## src/fpc_pkg.sv

```systemverilog
// Constants, register map and command codes of the flash protection control block
// Notes on behaviour
// - Top protection bit blocks debug-port flash reads
// - Other 31 bits each guard 2 kB
// - Guarded groups refuse writes from every path but mass erase
// - Volatile protection acts now, lost on reset
// - Persistent protection acts after save and reset
// - Persistent protection guarded by stored key
// - Mass erase restores blank key, drops stored protection
// - Permanent key blocks further saves until a mass erase
// - Interrupt flag on completion, cleared by read
// - Busy flag follows controller activity
// - Fail flag on bad completion, read clears
// - Pass flag on good completion, read clears
// - Mode interrupt enable gates completion interrupt
// - Mode write enable gates erase and write
// - Status register read-only, upper bits reserved
package fpc_pkg;

  // Register byte addresses
  localparam logic [31:0] FPC_STATUS_ADDR   = 32'hFFFFF800;
  localparam logic [31:0] FPC_MODE_ADDR     = 32'hFFFFF804;
  localparam logic [31:0] FPC_COMMAND_ADDR  = 32'hFFFFF808;
  localparam logic [31:0] FPC_DATA_ADDR     = 32'hFFFFF80C;
  localparam logic [31:0] FPC_ADDRESS_ADDR  = 32'hFFFFF810;
  localparam logic [31:0] FPC_VOLATILE_ADDR = 32'hFFFFF81C;
  localparam logic [31:0] FPC_PERSIST_ADDR  = 32'hFFFFF820;

  // Reset values
  localparam logic [15:0] FPC_STATUS_RST = 16'h0020;
  localparam logic [15:0] FPC_MODE_RST   = 16'h0000;
  localparam logic [31:0] FPC_PROT_RST   = 32'h00000000;

  // Status bit positions
  localparam int FPC_ST_PASS = 0;
  localparam int FPC_ST_FAIL = 1;
  localparam int FPC_ST_BUSY = 2;
  localparam int FPC_ST_IRQ  = 3;

  // Mode bit positions and implemented mask
  localparam int          FPC_MD_WREN   = 3;
  localparam int          FPC_MD_IRQEN  = 4;
  localparam int          FPC_MD_KEYLO  = 5;
  localparam int          FPC_MD_KEYEN  = 6;
  localparam logic [15:0] FPC_MODE_MASK = 16'h01FF;

  // Protection word layout
  localparam int FPC_JTAG_BIT = 31;
  localparam int FPC_GROUPS   = 31;
  localparam int FPC_GRP_LSB  = 11;
  localparam int FPC_GRP_W    = 5;

  // Command codes
  localparam logic [7:0] FPC_CMD_READ  = 8'h01;
  localparam logic [7:0] FPC_CMD_WRITE = 8'h02;
  localparam logic [7:0] FPC_CMD_PERAS = 8'h05;
  localparam logic [7:0] FPC_CMD_MERAS = 8'h06;
  localparam logic [7:0] FPC_CMD_SAVE  = 8'h0C;

  // Key values
  localparam logic [31:0] FPC_KEY_BLANK = 32'hFFFFFFFF;
  localparam logic [31:0] FPC_KEY_PERM  = 32'hDEADDEAD;

  // Command duration
  localparam int CLK_MHZ     = 125;
  localparam int CMD_TIME_NS = 200;
  localparam int CMD_CYCLES  = (CMD_TIME_NS * CLK_MHZ + 999) / 1000;

  // Flash array operation codes
  typedef enum logic [1:0] {
    FPC_OP_READ  = 2'h0,
    FPC_OP_WRITE = 2'h1,
    FPC_OP_PERAS = 2'h2,
    FPC_OP_MERAS = 2'h3
  } fpc_op_e;

endpackage

```

## src/fpc_cmd_timer.sv

```systemverilog
// Command duration timer: done pulse a fixed number of cycles after start
`timescale 1ns/10ps
module fpc_cmd_timer #(
  parameter int CYCLES = 25
) (
  input  wire logic clk,
  input  wire logic rst_b,
  input  wire logic start,
  output logic      done
);

  localparam int CW = $clog2(CYCLES + 1);

  // Refuse a zero-length command at elaboration
  if (CYCLES < 1) begin : g_cyc_check
    $error("CYCLES must be at least one");
  end

  logic [CW-1:0] cnt_reg;   // Cycles left
  logic [CW-1:0] cnt_next;

  // Load on start, count down, done on the last cycle
  always_comb begin
    cnt_next = cnt_reg;
    done     = 1'b0;
    if (start) begin
      cnt_next = CW'(CYCLES);
    end else if (cnt_reg != '0) begin
      cnt_next = cnt_reg - CW'(1);
      done     = (cnt_reg == CW'(1));
    end
  end

  // Counter register
  always_ff @(posedge clk or negedge rst_b) begin
    if (!rst_b) begin
      cnt_reg <= '0;
    end else begin
      cnt_reg <= cnt_next;
    end
  end

endmodule

```

## src/fpc_key_store.sv

```systemverilog
// Non-volatile key and protection cells, kept across system reset
`timescale 1ns/10ps
module fpc_key_store
  import fpc_pkg::*;
(
  input  wire logic        clk,
  input  wire logic        por_b,
  input  wire logic        save,
  input  wire logic        erase,
  input  wire logic [31:0] new_key,
  input  wire logic [31:0] new_prot,
  output logic [31:0]      key,
  output logic [31:0]      prot,
  output logic             locked
);

  logic [31:0] key_reg;    // Stored key
  logic [31:0] key_next;
  logic [31:0] prot_reg;   // Stored protection word
  logic [31:0] prot_next;

  // Erase wins over save; erase restores a blank part
  always_comb begin
    key_next  = key_reg;
    prot_next = prot_reg;
    if (erase) begin
      key_next  = FPC_KEY_BLANK;
      prot_next = FPC_PROT_RST;
    end else if (save) begin
      key_next  = new_key;
      prot_next = new_prot;
    end
  end

  // Only power-on and mass erase clear these cells, standing in for the flash store
  always_ff @(posedge clk or negedge por_b) begin
    if (!por_b) begin
      key_reg  <= FPC_KEY_BLANK;
      prot_reg <= FPC_PROT_RST;
    end else begin
      key_reg  <= key_next;
      prot_reg <= prot_next;
    end
  end

  assign key    = key_reg;
  assign prot   = prot_reg;
  assign locked = (key_reg == FPC_KEY_PERM);

endmodule

```

## src/fpc_top.sv

```systemverilog
// Flash protection and command-status controller with register port
//
// Implementation choice: strobed register access.
`timescale 1ns/10ps
module fpc_top
  import fpc_pkg::*;
#(
  parameter int CMD_CYC = CMD_CYCLES
) (
  input  wire logic        clk,
  input  wire logic        rst_b,
  input  wire logic        por_b,
  input  wire logic [31:0] addr,
  input  wire logic [31:0] wdata,
  input  wire logic        wr_stb,
  input  wire logic        rd_stb,
  output logic [31:0]      rdata,
  output logic             flash_irq,
  output logic             jtag_read_lock,
  output logic [30:0]      write_protect,
  output logic             array_start,
  output logic [1:0]       array_op,
  output logic [15:0]      array_addr,
  output logic [15:0]      array_data
);

  // Refuse timers the counter cannot serve
  if (CMD_CYC < 1) begin : g_cyc_check
    $error("CMD_CYC must be at least one");
  end

  typedef enum logic {
    FPC_IDLE = 1'b0,
    FPC_RUN  = 1'b1
  } fpc_state_e;

  // Address match helper, used by every decode
  function automatic logic hit(input logic [31:0] a, input logic [31:0] r);
    hit = (a == r);
  endfunction

  // Page group protection check for a flash address
  function automatic logic grp_prot(input logic [15:0] a, input logic [31:0] p);
    logic [FPC_GRP_W-1:0] g;
    g = a[FPC_GRP_LSB +: FPC_GRP_W];
    // Group beyond the user area counts as protected
    grp_prot = (32'(g) >= FPC_GROUPS) ? 1'b1 : p[g];
  endfunction

  // Register state
  logic [15:0] mode_reg;          // Mode bits
  logic [15:0] mode_next;
  logic [15:0] addr_reg;          // Flash address / key high half
  logic [15:0] addr_next;
  logic [15:0] data_reg;          // Flash data / key low half
  logic [15:0] data_next;
  logic [31:0] vol_prot_reg;      // Volatile protection
  logic [31:0] vol_prot_next;
  logic [31:0] per_prot_reg;      // Staged persistent protection
  logic [31:0] per_prot_next;
  logic [31:0] act_prot_reg;      // Persistent protection in force
  logic [31:0] act_prot_next;
  logic        loaded_reg;        // Persistent word copied since reset
  logic        loaded_next;
  logic [3:0]  status_reg;        // Irq, busy, fail, pass
  logic [3:0]  status_next;
  logic [31:0] rdata_reg;         // Read data, one cycle after strobe
  logic [31:0] rdata_next;

  // Command state
  fpc_state_e  state_reg;
  fpc_state_e  state_next;
  logic [7:0]  cmd_reg;           // Command in progress
  logic [7:0]  cmd_next;
  logic        cmd_ok_reg;        // Command will pass
  logic        cmd_ok_next;
  logic        start_reg;         // Timer start pulse
  logic        start_next;
  logic [1:0]  op_reg;            // Array operation
  logic [1:0]  op_next;
  logic [30:0] wp_reg;            // Group write protection out
  logic        jtag_reg;          // Debug-port read lock out

  // Glue
  logic        timer_done;        // Command finished
  logic        cmd_wr;            // Command register written while idle
  logic [31:0] nv_key;            // Stored key
  logic [31:0] nv_prot;           // Stored protection
  logic        nv_locked;         // Permanent key stored
  logic        nv_save;           // Save key and protection
  logic        nv_erase;          // Mass erase of key store
  logic [31:0] eff_prot;          // Combined protection
  logic [31:0] key_in;            // Key offered by software
  logic        key_ok;            // Key allows a save

  assign eff_prot = vol_prot_reg | act_prot_reg;
  assign key_in   = {addr_reg, data_reg};
  assign cmd_wr   = wr_stb && hit(addr, FPC_COMMAND_ADDR) && (state_reg == FPC_IDLE);

  // Unless the permanent key is stored: blank store accepts any key, otherwise the same key again
  assign key_ok = !nv_locked
                  && ((nv_key == FPC_KEY_BLANK) || (nv_key == key_in));

  // Store effects land on the completion cycle of a passing command
  assign nv_save  = (state_reg == FPC_RUN) && timer_done && cmd_ok_reg
                    && (cmd_reg == FPC_CMD_SAVE);
  assign nv_erase = (state_reg == FPC_RUN) && timer_done && cmd_ok_reg
                    && (cmd_reg == FPC_CMD_MERAS);

  // Command duration
  fpc_cmd_timer #(
    .CYCLES (CMD_CYC)
  ) u_timer (
    .clk   (clk),
    .rst_b (rst_b),
    .start (start_reg),
    .done  (timer_done)
  );

  // Key and persistent protection cells
  fpc_key_store u_store (
    .clk      (clk),
    .por_b    (por_b),
    .save     (nv_save),
    .erase    (nv_erase),
    .new_key  (key_in),
    .new_prot (per_prot_reg),
    .key      (nv_key),
    .prot     (nv_prot),
    .locked   (nv_locked)
  );

  // Command sequencer: acceptance check, run, completion
  always_comb begin
    state_next  = state_reg;
    cmd_next    = cmd_reg;
    cmd_ok_next = cmd_ok_reg;
    start_next  = 1'b0;
    op_next     = op_reg;
    case (state_reg)
      FPC_IDLE: begin
        // Writes while busy are dropped by the idle qualifier
        if (cmd_wr) begin
          state_next  = FPC_RUN;
          cmd_next    = wdata[7:0];
          start_next  = 1'b1;
          cmd_ok_next = 1'b1;
          case (wdata[7:0])
            FPC_CMD_READ: begin
              op_next = FPC_OP_READ;
            end
            FPC_CMD_WRITE, FPC_CMD_PERAS: begin
              op_next     = (wdata[7:0] == FPC_CMD_WRITE) ? FPC_OP_WRITE : FPC_OP_PERAS;
              cmd_ok_next = mode_reg[FPC_MD_WREN]
                            && !grp_prot(addr_reg, eff_prot);
              start_next  = cmd_ok_next;            // Refused ones never reach the array
            end
            FPC_CMD_MERAS: begin
              // Mass erase is the one way past protection
              op_next     = FPC_OP_MERAS;
              cmd_ok_next = mode_reg[FPC_MD_WREN];
              start_next  = cmd_ok_next;
            end
            FPC_CMD_SAVE: begin
              op_next     = op_reg;
              cmd_ok_next = mode_reg[FPC_MD_KEYEN]
                            && !mode_reg[FPC_MD_KEYLO] && key_ok;
              start_next  = 1'b0;                   // Key save stays internal
            end
            default: begin
              cmd_ok_next = 1'b0;                   // Unknown command fails
              start_next  = 1'b0;
            end
          endcase
        end
      end
      FPC_RUN: begin
        if (timer_done) begin
          state_next = FPC_IDLE;
        end
      end
      default: begin
        state_next = FPC_IDLE;
      end
    endcase
  end

  // Timer start also for commands that skip the array
  logic timer_kick;
  assign timer_kick = cmd_wr;

  // Sequencer registers
  always_ff @(posedge clk or negedge rst_b) begin
    if (!rst_b) begin
      state_reg  <= FPC_IDLE;
      cmd_reg    <= 8'h00;
      cmd_ok_reg <= 1'b0;
      start_reg  <= 1'b0;
      op_reg     <= FPC_OP_READ;
    end else begin
      state_reg  <= state_next;
      cmd_reg    <= cmd_next;
      cmd_ok_reg <= cmd_ok_next;
      start_reg  <= timer_kick;
      op_reg     <= op_next;
    end
  end

  // Array strobe only for commands that were allowed
  logic arr_start_reg;
  logic arr_start_next;
  assign arr_start_next = start_next;

  // Software registers, status flags and read data
  always_comb begin
    mode_next     = mode_reg;
    addr_next     = addr_reg;
    data_next     = data_reg;
    vol_prot_next = vol_prot_reg;
    per_prot_next = per_prot_reg;
    act_prot_next = act_prot_reg;
    loaded_next   = 1'b1;
    status_next   = status_reg;
    rdata_next    = 32'h00000000;

    // Persistent word takes hold once, just after reset release
    if (!loaded_reg) begin
      act_prot_next = nv_prot;
    end

    // Register writes; status has no write path
    if (wr_stb) begin
      if (hit(addr, FPC_MODE_ADDR)) begin
        mode_next = wdata[15:0] & FPC_MODE_MASK;
      end
      if (hit(addr, FPC_ADDRESS_ADDR)) begin
        addr_next = wdata[15:0];
      end
      if (hit(addr, FPC_DATA_ADDR)) begin
        data_next = wdata[15:0];
      end
      if (hit(addr, FPC_VOLATILE_ADDR)) begin
        vol_prot_next = wdata;
      end
      if (hit(addr, FPC_PERSIST_ADDR)) begin
        per_prot_next = wdata;
      end
    end

    // Reads; unmapped addresses return zero
    if (rd_stb) begin
      if (hit(addr, FPC_STATUS_ADDR)) begin
        rdata_next = {16'h0000, FPC_STATUS_RST | {12'h000, status_reg}};
        status_next[FPC_ST_IRQ]  = 1'b0;
        status_next[FPC_ST_FAIL] = 1'b0;
        status_next[FPC_ST_PASS] = 1'b0;
      end else if (hit(addr, FPC_MODE_ADDR)) begin
        rdata_next = {16'h0000, mode_reg};
      end else if (hit(addr, FPC_ADDRESS_ADDR)) begin
        rdata_next = {16'h0000, addr_reg};
      end else if (hit(addr, FPC_DATA_ADDR)) begin
        rdata_next = {16'h0000, data_reg};
      end else if (hit(addr, FPC_VOLATILE_ADDR)) begin
        rdata_next = vol_prot_reg;
      end else if (hit(addr, FPC_PERSIST_ADDR)) begin
        rdata_next = per_prot_reg;
      end else if (hit(addr, FPC_COMMAND_ADDR)) begin
        rdata_next = {24'h000000, cmd_reg};
      end
    end

    // Busy from acceptance to the completion flag
    if (cmd_wr) begin
      status_next[FPC_ST_BUSY] = 1'b1;
    end

    // Completion sets after the read clear, so a same-cycle event survives
    if ((state_reg == FPC_RUN) && timer_done) begin
      status_next[FPC_ST_BUSY] = 1'b0;
      status_next[FPC_ST_PASS] = status_next[FPC_ST_PASS] | cmd_ok_reg;
      status_next[FPC_ST_FAIL] = status_next[FPC_ST_FAIL] | !cmd_ok_reg;
      if (mode_reg[FPC_MD_IRQEN]) begin
        status_next[FPC_ST_IRQ] = 1'b1;
      end
    end
  end

  // Software registers; volatile protection clears on reset
  always_ff @(posedge clk or negedge rst_b) begin
    if (!rst_b) begin
      mode_reg      <= FPC_MODE_RST;
      addr_reg      <= 16'h0000;
      data_reg      <= 16'h0000;
      vol_prot_reg  <= FPC_PROT_RST;
      per_prot_reg  <= FPC_PROT_RST;
      act_prot_reg  <= FPC_PROT_RST;
      loaded_reg    <= 1'b0;
      status_reg    <= 4'h0;
      rdata_reg     <= 32'h00000000;
      arr_start_reg <= 1'b0;
    end else begin
      mode_reg      <= mode_next;
      addr_reg      <= addr_next;
      data_reg      <= data_next;
      vol_prot_reg  <= vol_prot_next;
      per_prot_reg  <= per_prot_next;
      act_prot_reg  <= act_prot_next;
      loaded_reg    <= loaded_next;
      status_reg    <= status_next;
      rdata_reg     <= rdata_next;
      arr_start_reg <= arr_start_next;
    end
  end

  // Protection outputs for the debug port and other write paths
  always_ff @(posedge clk or negedge rst_b) begin
    if (!rst_b) begin
      wp_reg   <= 31'h00000000;
      jtag_reg <= 1'b0;
    end else begin
      wp_reg   <= eff_prot[FPC_GROUPS-1:0];
      jtag_reg <= eff_prot[FPC_JTAG_BIT];
    end
  end

  assign rdata          = rdata_reg;
  assign flash_irq      = status_reg[FPC_ST_IRQ];
  assign jtag_read_lock = jtag_reg;
  assign write_protect  = wp_reg;
  assign array_start    = arr_start_reg;
  assign array_op       = op_reg;
  assign array_addr     = addr_reg;
  assign array_data     = data_reg;

endmodule

```

## config.mk

```make
export PLATFORM = sky130hd
export DESIGN_NAME = fpc_top
export DESIGN_NICKNAME = d
export VERILOG_FILES = /design/src/fpc_pkg.sv /design/src/fpc_cmd_timer.sv /design/src/fpc_key_store.sv /design/src/fpc_top.sv
export SDC_FILE = /design/constraint.sdc
export NUM_CORES = 1
export LEC_CHECK = 0
export BUFFER_PORTS_ARGS = -buffer_cell sky130_fd_sc_hd__buf_2
export CAP_MARGIN = 20
export CORE_UTILIZATION = 45
export DETAILED_ROUTE_END_ITERATION = 10
export PLACE_DENSITY = 0.75
export SLEW_MARGIN = 40
export SYNTH_ARGS = -nofsm -noshare
export SYNTH_HDL_FRONTEND = slang
export SYNTH_SLANG_ARGS = --single-unit
```

## constraint.sdc

```tcl
create_clock -name clk -period 2.45 [get_ports clk]
set_input_delay 0.245 -clock clk [delete_from_list [all_inputs] [get_ports clk]]
set_output_delay 0.245 -clock clk [all_outputs]
set_load 0.02 [all_outputs]
```

==> impl_metrics.toml <==
[setup_path]
worstSetupPathType = "flop to flop"
crit_path_top_delay_cell = "or4b_2"
end_kind = "flop"
crit_arrival_ns = 2.74
slowest_delay_ns = 0.70
critPathMaxFanout = 32
worstPathCellList = "or4b_2 > nor4_1 > and3_1 > buf_4 > nor2_1 > a21oi_1"
r2r_start = "cmd_reg[0]"
critPathBufInv = 1
rrSetupSlack_ns = 0.18
cp_top_family = "simple AND/OR/NAND/NOR gates"
reg2reg_depth = 6
start_kind = "flop"
timing.rr.end = "u_store.key[21]"
cp_data_required_time_ns = 2.92

[sta]
slew_headroom_pct = 52.9
finalSetupViolCount = 0
fin_crit_sh_pct = 92.5
rsz0062_at_grt = "no"
hold_slack_ns = 0.0314
finClkSkew_ns = 0.0266
finalCriticalPeriod_ns = 2.27
tightestPinTransition_ns = 0.707
slew_violations = 0
finalHoldViolCount = 0
fmax_ghz = 0.441
tns_ns = 0

[route]
first_pass_iters = 8
vias = 9036
route.met2.wl_um = 16300
finalWirelength_um = 34400
drt_iter0_markers = 734
dr_wl_met3_um = 2320
routedWlPerCell_um = 21.0
dr.max_layer_used = "met4"
antenna_left = 0
via_per_inst = 5.54
drc = 0
wl_met1_um = 14700

[synthesis]
synth_top_area_share_pct = 52.3
ys_warn_count = 0
synth_top_area_cell = "dfrtp_1"
synth_area_per_cell_um2 = 11.7
synth-main-ff-cell = "dfrtp_1"
yosys-top-cells-count = "257 x dfrtp_1, 137 x mux2_2, 136 x nand2_1"
synth_area_mm2 = 0.0123
synthMostInstantiatedCell = "dfrtp_1"
async_flop_share_pct = 100
ys_ff_latch = 289
synth_cell_types = 65
syn_nets = 1120
synth_area_leaders = "dfrtp_1 52%, mux2_2 13%, dfstp_2 6.8%"
syn_inst = 1049
synth-edff-count = 0
yosysSeqAreaShare_pct = 59.1

[hold_path]
holdPathEnd = "array_start"
min_path_type = "primary input to flop"
min_from = "wr_stb"
hold_depth = 3

[layout]
drive_gt1_share_pct = 37.7
fin_nets = 1337
stdcell_area_mm2 = 0.0151
area_growth_pct = 22.6

[clock_tree]
post_cts_resized = 0
htree_levels = 1
clk_pin_slew_ns = 0.06
clock-root-buffer = "clkbuf_16"
clkLatencyLatePin_ns = 0.57
clock-sinks = 289
cts_tree = "done"
cts_made_buffers = 29
clockBufferDepth = 3

[die]
die_height_um = 167
row_count = 60
die_w_um = 167
io_pins = 169
initial_core_util_pct = 45.7
dieArea_mm2 = 0.0280
coreArea_mm2 = 0.0269

[placed_design]
io_buffers = 168
placed_area_mm2 = 0.0138
gp_congestion = 0.934
dpl.hpwl_um = 23700

[power_and_ir_drop]
p_per_area_mw_per_mm2 = 638
leakagePower_nw = 8.09
max-vdd-ir-drop_uv = 560

[grt]
grt_max_degree = 87
first_global_vias = 9335
grt_pass1_wl_um = 53300
overflow = 0
grtUsageTotal_pct = 24.8
antenna_found_initial = 2

[run_status]
status = "complete, no violations"

[job]
drv_cap = 0
worst min-delay path, stage by stage:
cell and delay, ns:
buf_2 0.14, inv_1 0.09, nor4_1 0.06
layout make-up:
class / count / area (µm²)
clock buffer: 38 / 800
multi-input combinational: 695 / 4730
antenna: 2 / 5.00
fill: 2278 / 11800
inverter: 10 / 37.5
timing repair buffer: 241 / 1620
sequential: 289 / 7270
tap: 341 / 427
clock inverter: 16 / 179
how the worst max path moves through the flow:
stage / start / end / slack (ns) / cells after the start
3_3_place_gp: addr[6] / rdata[6] / 0.19 / 9
5_1_grt: cmd_reg[0] / u_store.key[20] / 0.06 / 6
6_report: cmd_reg[0] / u_store.key[21] / 0.18 / 6
4_1_cts: cmd_reg[0] / u_store.key[21] / 0.19 / 6
3_5_place_dp: addr[6] / rdata[6] / 0.15 / 9
2_1_floorplan: u_timer.cnt_reg[0] / u_store.prot[10] / 0.06 / 11
routing by layer:
| layer | track usage (%) | up-vias |
|---|---|---|
| met5 | 0 | - |
| met4 | 7.98 | 0 |
| met3 | 5.25 | 61 |
| met2 | 40.7 | 356 |
| met1 | 32.8 | 4528 |
| li1 | - | 4091 |
stage by stage:
stage / total power, mW / setup WS, ns / std cells / utilization [%]
final: 9.61 / 0.184 / 1632 / 56.1
after detailed placement: 5.15 / 0.153 / 1551 / 51.5
after global placement: 5.15 / 0.188 / 1551 / 51.5
after CTS: 9.68 / 0.195 / 1630 / 56.1
after floorplan: 4.92 / 0.0580 / 1049 / -
after global routing: 9.93 / 0.0582 / 1632 / 56.1
layout by cell type (no fill, tap or decap), types with 6 or more instances in the layout:
cell type        n
mux2_4           6
buf_4           35
buf_12          13
clkinv_2         9
nand3_1          8
nor2_1         127
xor2_1          33
dlygate4sd3_1   25
buf_2          167
dfstp_2         32
nand2b_1         7
a21oi_1         11
clkbuf_16       29
nor4_1          18
nand2_1        136
a222oi_1         7
or2_2           33
dfrtp_1        257
mux2_2         137
inv_1           10
nor3_1          14
o21ai_0         27
a22oi_1         30
nand4_1         18
logic make-up (layout without fill, tap and decap cells):
logic type	after synthesis	after routing	synth area share (%)
AND/OR/NAND/NOR	396	396	15.3
flip-flops	289	289	59.1
multiplexers	149	149	14.1
AO/OA/AOI/OAI	112	112	6.37
buffers and inverters	65	305	2.38
XOR/XNOR	35	35	2.49
adder cells (fa/ha/maj)	2	2	0.204
other	1	3	0.0305
timing repair:
| item | CTS | global route |
|---|---|---|
| hold buffers | 25 | 0 |
| buffers inserted | 0 | 0 |
| hold endpoints to repair | 160 | 0 |
power breakdown:
| group | internal, mW | switching, mW |
|---|---|---|
| clock network | 2.63 | 1.89 |
| logic | 0.108 | 0.211 |
| registers | 4.78 | 0.000366 |
(Power assumes the default switching activity.)
